<file path="src/verilog/ifeb_pkg.sv">
// Purpose: Constants and types for the interrupt flag/enable bank.
// Assumes: Avalon-MM slave with 32-bit data, byte addresses.
// Notes:   Each bank register holds four flags in 7..4, enables in 3..0.
//
// Contract
// - A flag reads 1 while its source has a pending request, else 0.
// - Timebase 1 flag is bit 7, timebase 0 flag bit 6 of timer register.
// - Converter flag bit 5, multi-function 1 flag bit 4, read/write.
// - Timer register enables bits 3..0: timebase1, timebase0, converter, mf1.
// - EEPROM flag bit 4, enable bit 0 of third register.
// - With UART option, UART flag bit 5 and enable bit 1.
// - Unimplemented bits read 0 and ignore writes.
// - Timer 0 comparator A flag bit 5, comparator P flag bit 4.
// - With second timer, its comparator A flag bit 7, P flag bit 6.
// - Timer enables: t1 A bit 3, t1 P bit 2, t0 A bit 1, t0 P bit 0.
// - Comparator enable gates its interrupt without touching the flag.
// - Flag sets on its event even when disabled; vector needs enable.
// - Global enable at 0 blocks every source; the code gates only vec_req_out with it, irq_out follows status and mask.
// - Service entry clears global enable; later events still set flags.

package ifeb_pkg;

	// ************************************************
	// Register map
	// ************************************************
	localparam int          ADDR_W       = 5;
	localparam logic [4:0]  OFF_TMR_CONV = 5'h00;
	localparam logic [4:0]  OFF_LV_SER   = 5'h04;
	localparam logic [4:0]  OFF_EEP_UART = 5'h08;
	localparam logic [4:0]  OFF_PTIMER   = 5'h0C;
	localparam logic [4:0]  OFF_CTRL     = 5'h10;
	localparam logic [4:0]  OFF_STATUS   = 5'h14;
	localparam logic [4:0]  OFF_MASK     = 5'h18;

	// ************************************************
	// Field layout and reset values
	// ************************************************
	localparam int          GROUP_W      = 4;
	localparam int          NUM_GROUPS   = 4;
	localparam int          FLAG_LSB     = 4;
	localparam int          EN_LSB       = 0;
	localparam int          GLOBAL_EN_POS = 0;
	localparam logic [15:0] SRC_RESET    = 16'h0000;
	localparam logic [3:0]  GRP_RESET    = 4'h0;
	localparam logic [31:0] RD_RESET     = 32'h0000_0000;

	// Slot order in each group, bit 3 down to 0:
	// tmr_conv: timebase1, timebase0, converter done, multi-function 1
	// lv_ser:   low voltage, sd comparator 1, serial module, ext pin 1
	// eep_uart: none, none, async serial, eeprom done
	// ptimer:   t1 cmp A, t1 cmp P, t0 cmp A, t0 cmp P
	typedef struct packed {
		logic [3:0] ptimer;
		logic [3:0] eep_uart;
		logic [3:0] lv_ser;
		logic [3:0] tmr_conv;
	} ifeb_src_t;

endpackage

</file>
<file path="src/verilog/ifeb_bank.sv">
// Purpose: Interrupt request flag and enable bank with Avalon-MM access.
// Assumes: Single clock; event inputs are one-cycle pulses.
// Notes:   Vector requests are flag AND enable AND global enable.
//
// Design decisions made here: the Avalon-MM register port and the address map.

`timescale 1ns/10ps
`default_nettype none

module ifeb_bank #(
	parameter int HAS_UART    = 1,
	parameter int HAS_PTIMER1 = 1
) (
	input  wire logic                          clk_in,
	input  wire logic                          rst_n_in,
	input  wire logic [ifeb_pkg::ADDR_W-1:0]   avs_address_in,
	input  wire logic                          avs_read_in,
	input  wire logic                          avs_write_in,
	input  wire logic [31:0]                   avs_writedata_in,
	input  wire logic [3:0]                    avs_byteenable_in,
	output logic      [31:0]                   avs_readdata_out,
	output logic                               avs_waitrequest_out,
	input  wire ifeb_pkg::ifeb_src_t           evt_in,
	input  wire logic                          svc_ack_in,
	output ifeb_pkg::ifeb_src_t                vec_req_out,
	output logic                               irq_out
);

	// ************************************************
	// Elaboration checks and implemented-bit mask
	// ************************************************
	if (HAS_UART < 0 || HAS_UART > 1) begin : g_chk_uart
		$error("HAS_UART must be 0 or 1");
	end
	if (HAS_PTIMER1 < 0 || HAS_PTIMER1 > 1) begin : g_chk_pt1
		$error("HAS_PTIMER1 must be 0 or 1");
	end

	localparam logic HAS_U  = 1'(HAS_UART);
	localparam logic HAS_P1 = 1'(HAS_PTIMER1);
	// Unimplemented slots are held at zero here
	localparam logic [15:0] IMPL = {HAS_P1, HAS_P1, 2'b11,
		2'b00, HAS_U, 1'b1, 8'hFF};

	if (ifeb_pkg::GROUP_W * ifeb_pkg::NUM_GROUPS != 16) begin : g_chk_w
		$error("group layout must fill 16 source bits");
	end

	// ************************************************
	// State
	// ************************************************
	logic [15:0] flag_q;
	logic [15:0] flag_d;
	logic [15:0] en_q;
	logic [15:0] en_d;
	logic        gen_q;
	logic        gen_d;
	logic [3:0]  sts_q;
	logic [3:0]  sts_d;
	logic [3:0]  msk_q;
	logic [3:0]  msk_d;
	logic        done_q;
	logic        done_d;
	logic [31:0] rdata_q;
	logic [31:0] rdata_d;

	// ************************************************
	// Bus decode
	// ************************************************
	localparam logic [31:0] RD_ZERO = ifeb_pkg::RD_RESET;

	logic        req;
	logic        wr_acc;
	logic        rd_acc;
	logic        sel_grp;
	logic        sel_ctrl;
	logic        sel_sts;
	logic        sel_msk;
	logic        wr_grp;
	logic        wr_ctrl;
	logic        wr_sts;
	logic        wr_msk;
	logic [1:0]  grp_idx;
	logic [15:0] grp_slots;
	logic [3:0]  wr_flags;
	logic [3:0]  wr_ens;
	logic [15:0] evt;
	logic [3:0]  grp_hit;

	// Group byte: four flags over four enables
	function automatic logic [7:0] grp_byte(input logic [15:0] f,
		input logic [15:0] e, input logic [1:0] g);
		logic [3:0] base;
		base = {g, 2'b00};
		return {f[base +: ifeb_pkg::GROUP_W], e[base +: ifeb_pkg::GROUP_W]};
	endfunction

	// Bank registers live at the four word offsets below the control word
	function automatic logic is_grp(input logic [ifeb_pkg::ADDR_W-1:0] a);
		return (a < ifeb_pkg::OFF_CTRL) && (a[1:0] == 2'b00);
	endfunction

	// One bit per group, set when any slot of that group is high
	function automatic logic [3:0] grp_any(input logic [15:0] v);
		logic [3:0] r;
		r = 4'h0;
		for (int i = 0; i < ifeb_pkg::NUM_GROUPS; i++) begin
			r[i] = |(v[i*ifeb_pkg::GROUP_W +: ifeb_pkg::GROUP_W]);
		end
		return r;
	endfunction

	// Places a four-slot field into its group of the source vector
	function automatic logic [15:0] grp_place(input logic [3:0] v,
		input logic [1:0] g);
		logic [15:0] r;
		r = 16'h0000;
		r[{g, 2'b00} +: ifeb_pkg::GROUP_W] = v;
		return r;
	endfunction

	assign req       = avs_read_in | avs_write_in;
	assign wr_acc    = avs_write_in & done_q & avs_byteenable_in[0];
	assign rd_acc    = avs_read_in & ~done_q;
	assign sel_grp   = is_grp(avs_address_in);
	assign sel_ctrl  = (avs_address_in == ifeb_pkg::OFF_CTRL);
	assign sel_sts   = (avs_address_in == ifeb_pkg::OFF_STATUS);
	assign sel_msk   = (avs_address_in == ifeb_pkg::OFF_MASK);
	assign wr_grp    = wr_acc & sel_grp;
	assign wr_ctrl   = wr_acc & sel_ctrl;
	assign wr_sts    = wr_acc & sel_sts;
	assign wr_msk    = wr_acc & sel_msk;
	assign grp_idx   = avs_address_in[3:2];
	assign grp_slots = grp_place(4'hF, grp_idx);
	assign wr_flags  = avs_writedata_in[ifeb_pkg::FLAG_LSB +: ifeb_pkg::GROUP_W];
	assign wr_ens    = avs_writedata_in[ifeb_pkg::EN_LSB +: ifeb_pkg::GROUP_W];
	assign evt       = evt_in & IMPL;
	assign grp_hit   = grp_any(evt);

	// ************************************************
	// Bus handshake
	// ************************************************
	// One wait cycle per request: waitrequest drops in the second cycle
	always_comb begin
		done_d = req & ~done_q;
	end

	always_ff @(posedge clk_in) begin
		if (!rst_n_in) begin
			done_q <= 1'b0;
		end else begin
			done_q <= done_d;
		end
	end

	// ************************************************
	// Request flags
	// ************************************************
	// Software writes a whole group; an event in the same cycle wins
	always_comb begin
		flag_d = flag_q;
		if (wr_grp) begin
			flag_d = (flag_q & ~grp_slots) |
				grp_place(wr_flags, grp_idx);
		end
		flag_d = (flag_d | evt) & IMPL;
	end

	always_ff @(posedge clk_in) begin
		if (!rst_n_in) begin
			flag_q <= ifeb_pkg::SRC_RESET;
		end else begin
			flag_q <= flag_d;
		end
	end

	// ************************************************
	// Enables
	// ************************************************
	// Enables only gate the vector; flags are left alone
	always_comb begin
		en_d = en_q;
		if (wr_grp) begin
			en_d = (en_q & ~grp_slots) |
				grp_place(wr_ens, grp_idx);
		end
		en_d = en_d & IMPL;
	end

	always_ff @(posedge clk_in) begin
		if (!rst_n_in) begin
			en_q <= ifeb_pkg::SRC_RESET;
		end else begin
			en_q <= en_d;
		end
	end

	// ************************************************
	// Global enable
	// ************************************************
	always_comb begin
		gen_d = gen_q;
		if (wr_ctrl) begin
			gen_d = avs_writedata_in[ifeb_pkg::GLOBAL_EN_POS];
		end
		// Service entry closes the gate even against a write
		if (svc_ack_in) begin
			gen_d = 1'b0;
		end
	end

	always_ff @(posedge clk_in) begin
		if (!rst_n_in) begin
			gen_q <= 1'b0;
		end else begin
			gen_q <= gen_d;
		end
	end

	// ************************************************
	// Status
	// ************************************************
	// Set wins over a same-cycle write-one-to-clear
	always_comb begin
		sts_d = sts_q;
		if (wr_sts) begin
			sts_d = sts_q & ~avs_writedata_in[3:0];
		end
		sts_d = sts_d | grp_hit;
	end

	always_ff @(posedge clk_in) begin
		if (!rst_n_in) begin
			sts_q <= ifeb_pkg::GRP_RESET;
		end else begin
			sts_q <= sts_d;
		end
	end

	// ************************************************
	// Mask
	// ************************************************
	always_comb begin
		msk_d = msk_q;
		if (wr_msk) begin
			msk_d = avs_writedata_in[3:0];
		end
	end

	always_ff @(posedge clk_in) begin
		if (!rst_n_in) begin
			msk_q <= ifeb_pkg::GRP_RESET;
		end else begin
			msk_q <= msk_d;
		end
	end

	// ************************************************
	// Read data
	// ************************************************
	// Unmapped and unaligned words read zero
	always_comb begin
		rdata_d = rdata_q;
		if (rd_acc) begin
			rdata_d = RD_ZERO;
			if (sel_grp) begin
				rdata_d[7:0] = grp_byte(flag_q, en_q, grp_idx);
			end else if (sel_ctrl) begin
				rdata_d[ifeb_pkg::GLOBAL_EN_POS] = gen_q;
			end else if (sel_sts) begin
				rdata_d[3:0] = sts_q;
			end else if (sel_msk) begin
				rdata_d[3:0] = msk_q;
			end
		end
	end

	always_ff @(posedge clk_in) begin
		if (!rst_n_in) begin
			rdata_q <= ifeb_pkg::RD_RESET;
		end else begin
			rdata_q <= rdata_d;
		end
	end

	// ************************************************
	// Vector gating
	// ************************************************
	logic [15:0] gate_all;
	logic [15:0] vec_lvl;
	logic [3:0]  pend;

	// Flag, enable and global gate must all be high for a vector
	assign gate_all = {16{gen_q}};
	assign vec_lvl  = flag_q & en_q & gate_all;
	// Level interrupt from unmasked status groups
	assign pend     = sts_q & msk_q;

	// ************************************************
	// Outputs
	// ************************************************
	assign avs_readdata_out    = rdata_q;
	assign avs_waitrequest_out = req & ~done_q;
	assign vec_req_out = ifeb_pkg::ifeb_src_t'(vec_lvl);
	assign irq_out     = |pend;

endmodule

`default_nettype wire

</file>
<file path="config.mk">
export PLATFORM = sky130hd
export DESIGN_NAME = ifeb_bank
export DESIGN_NICKNAME = d
export VERILOG_FILES = /design/src/verilog/ifeb_pkg.sv /design/src/verilog/ifeb_bank.sv
export SDC_FILE = /design/constraint.sdc
export NUM_CORES = 1
export LEC_CHECK = 0
export ABC_CLOCK_PERIOD_IN_PS = 1430
export BUFFER_PORTS_ARGS = -buffer_cell sky130_fd_sc_hd__buf_2
export CAP_MARGIN = 30
export CORE_MARGIN = 3
export CORE_UTILIZATION = 44
export DETAILED_ROUTE_END_ITERATION = 10
export PLACE_DENSITY_LB_ADDON = 0.1
export SLEW_MARGIN = 0
export SYNTH_ARGS = -nofsm -noshare
export SYNTH_HDL_FRONTEND = slang
export SYNTH_SLANG_ARGS = --single-unit
</file>
<file path="constraint.sdc">
create_clock -name clk_in -period 1.43 [get_ports clk_in]
set_input_delay 0.0715 -clock clk_in [delete_from_list [all_inputs] [get_ports clk_in]]
set_output_delay 0.0715 -clock clk_in [all_outputs]
set_load 0.02 [all_outputs]
</file>
==> impl_metrics.py <==
metrics = {
    "status": {
        "outcome": "finished with violations",
        "violations": "negative hold slack",
    },
    "yosys": {
        "synth_mux_area_share_pct": 7.45,
        "synth_edf_count": 0,
        "synth_fa_ha_area_share_pct": 2.33,
        "async_flop_share_pct": 0,
        "ys_types": 47,
        "synth_xor_area_share_pct": 0,
        "synth_top_family_by_area": "simple AND/OR/NAND/NOR gates",
        "yosysWarnings": 0,
        "synth_compound_area_share_pct": 19.8,
        "syn_avg_cell_area_um2": 9.53,
        "ys.flop_type": "dfxtp_1",
        "synth-simple-area-share_pct": 25.6,
        "ys_seq_elements": 46,
        "ys_seq_area_share_pct": 34.3,
        "netlist_instances": 282,
        "syn_area_um2": 2690,
    },
    "finish": {
        "drive_above_1_share_pct": 32.0,
        "layout_commonest_cell": "buf_2",
        "area_growth_pct": 22.6,
        "antenna_cells": 0,
        "fin_util_pct": 57.7,
        "final_nets": 430,
        "design_area_um2": 3290,
        "final_cell_mix": "56 x buf_2, 45 x dfxtp_1, 31 x nand2_1",
        "instances_no_fill": 435,
    },
    "clock_network": {
        "worstSkewPairLatency_ns": 0.31,
        "htree_levels": 2,
        "clockBufferDepth": 2,
        "numCtsBuffers": 5,
        "cts_tree": "done",
        "cts_root_buffer": "clkbuf_8",
        "clock_sinks": 46,
        "clkTransAtPathRegs_ns": 0.09,
    },
    "sta": {
        "hold_violations": 1,
        "finClkSkew_ns": 0.00708,
        "holdWs_ns": -0.00212,
        "finalMaxSlewViolations": 0,
        "setup_violations": 0,
        "rsz0062_at_grt": "false",
        "fin_crit_sh_pct": 93.0,
        "min_period_ns": 1.33,
        "fmax_mhz": 752,
        "fin_ws_ns": 0.100,
    },
    "worst_setup_path": {
        "crit_slowest_cell": "dfxtp_2",
        "critical_path_buf_inv_count": 2,
        "worst-path-max-fanout": 8,
        "crit_arrival_ns": 1.59,
        "startpoint_type": "register",
        "end_kind": "register",
        "worstPathRequired_ns": 1.69,
        "cp_num_cells": 5,
        "crit_path_max_incr_delay_ns": 0.36,
        "path_cells": "buf_6, nand3_1, nor4_4, buf_4, a22o_1",
        "worstRegToRegCells": 5,
        "cp_top_family": "simple AND/OR/NAND/NOR gates",
        "path_class": "register to register",
    },
    "grt": {
        "grt_pass1_wl_mm": 11.8,
        "first_global_vias": 2219,
        "overflow": 0,
        "antenna_found_initial": 0,
        "grt_max_degree": 36,
        "track_usage_pct": 21.1,
    },
    "placement": {
        "placed_cells": 424,
        "pre_cts_ws_ns": -0.0369,
        "dpl-instance-area_um2": 3130,
        "dp.final_hpwl_mm": 5.64,
        "place.gp.congestion": 0.935,
        "port_buffers": 56,
    },
    "min_path": {
        "hp-class": "primary input to register",
        "min_path_cells": 2,
    },
    "route": {
        "detail-route-antenna-nets": 0,
        "drt-pass1-iter-count": 4,
        "drc": 0,
        "wl_mm": 7.50,
        "drt_iter0_drc": 191,
        "vias_per_cell": 5.47,
        "vias": 2381,
        "wl_per_cell_um": 17.2,
    },
    "floorplan": {
        "rows": 27,
        "start_util_pct": 47.1,
        "die_h_um": 84.2,
        "dieArea_um2": 7080,
        "core_um2": 5710,
        "fp.dieW_um": 84.2,
        "io_pins": 112,
    },
    "pwr": {
        "peakVddDrop_mv": 0.616,
        "power_density_nw_per_um2": 865,
        "cellLeakagePower_nw": 1.51,
    },
    "run": {
        "max-cap-violations": 0,
    },
}
[cells in the mapped netlist (all sizes together), types with 6 or more instances]
| master | count | area (um2) |
|---|---|---|
| mux2i | 11 | 110 |
| o21ai | 8 | 40.0 |
| nand2 | 32 | 120 |
| clkbuf | 9 | 33.8 |
| dfxtp | 46 | 921 |
| a22oi | 7 | 52.6 |
| and3 | 15 | 93.8 |
| a21boi | 11 | 82.6 |
| buf | 30 | 218 |
| a22o | 10 | 87.6 |
| o21a | 7 | 52.6 |
| nor2b | 8 | 50.1 |
| a21o | 10 | 75.1 |
| inv | 7 | 28.8 |
| nand3 | 10 | 55.1 |
| a32o | 6 | 60.1 |
[layer usage]
| layer | up-vias | GRT usage [%] | part of all wire (%) |
|---|---|---|---|
| met5 | - | 0 | 0 |
| met4 | 0 | 5.70 | 1.4 |
| met3 | 10 | 4.61 | 8.4 |
| met2 | 95 | 32.8 | 45 |
| met1 | 1133 | 29.7 | 45 |
| li1 | 1143 | - | - |
[where the power goes]
part	internal [W]	total, W	leakage, nW	switching [W]
sequential	0.00132	0.00136	0.377	0.0000329
combinational	0.000196	0.000469	1.07	0.000273
clock	0.000560	0.00102	0.0573	0.000465
total	0.00208	0.00285	1.51	0.000771
[cell type report]
type / count / area [um2]
multi-input cells: 215 / 1600
well taps: 72 / 90.1
clock inverters: 1 / 30.0
clock buffers: 6 / 82.6
flip-flops and latches: 46 / 922
repair buffers: 88 / 534
inverters: 7 / 31.3
fillers: 517 / 2410
[worst register-to-register path: cells and delay by family (launching register included)]
| kind | cells | cell delay [ns] |
|---|---|---|
| AO/OA/AOI/OAI | 1 | 0.15 |
| buffers and inverters | 2 | 0.35 |
| flip-flops | 1 | 0.36 |
| AND/OR/NAND/NOR | 2 | 0.42 |
[final timing paths]
kind / from / end / slack, ns
max reg2reg: done_q / flag_q[12] / 0.10
min: evt_in[13] / flag_q[13] / -0.002
min reg2reg: msk_q[3] / msk_q[3] / 0.47
max: done_q / flag_q[12] / 0.10
[stage by stage]
stage	power, W	setup TNS (ns)
final	0.00285	0
after global routing	0.00294	0
after CTS	0.00285	0
after detailed placement	0.00184	-0.295
after global placement	0.00183	-0.0851
after floorplan	0.00172	0
[repair_timing]
action,CTS,global route
gates resized for setup,0,3
setup buffers,0,0
endpoints found under the hold margin,5,0
hold buffers,4,0
setup endpoints to repair,0,20
[cell families (layout without fill, tap and decap cells)]
group | Yosys count | after routing
AND/OR/NAND/NOR | 100 | 100
AO/OA/AOI/OAI | 69 | 69
flip-flops | 46 | 46
adder cells (fa/ha/maj) | 5 | 5
buffers and inverters | 46 | 102
other | 1 | 26
multiplexers | 15 | 15
Note: power is estimated with default switching activity, not from simulation.
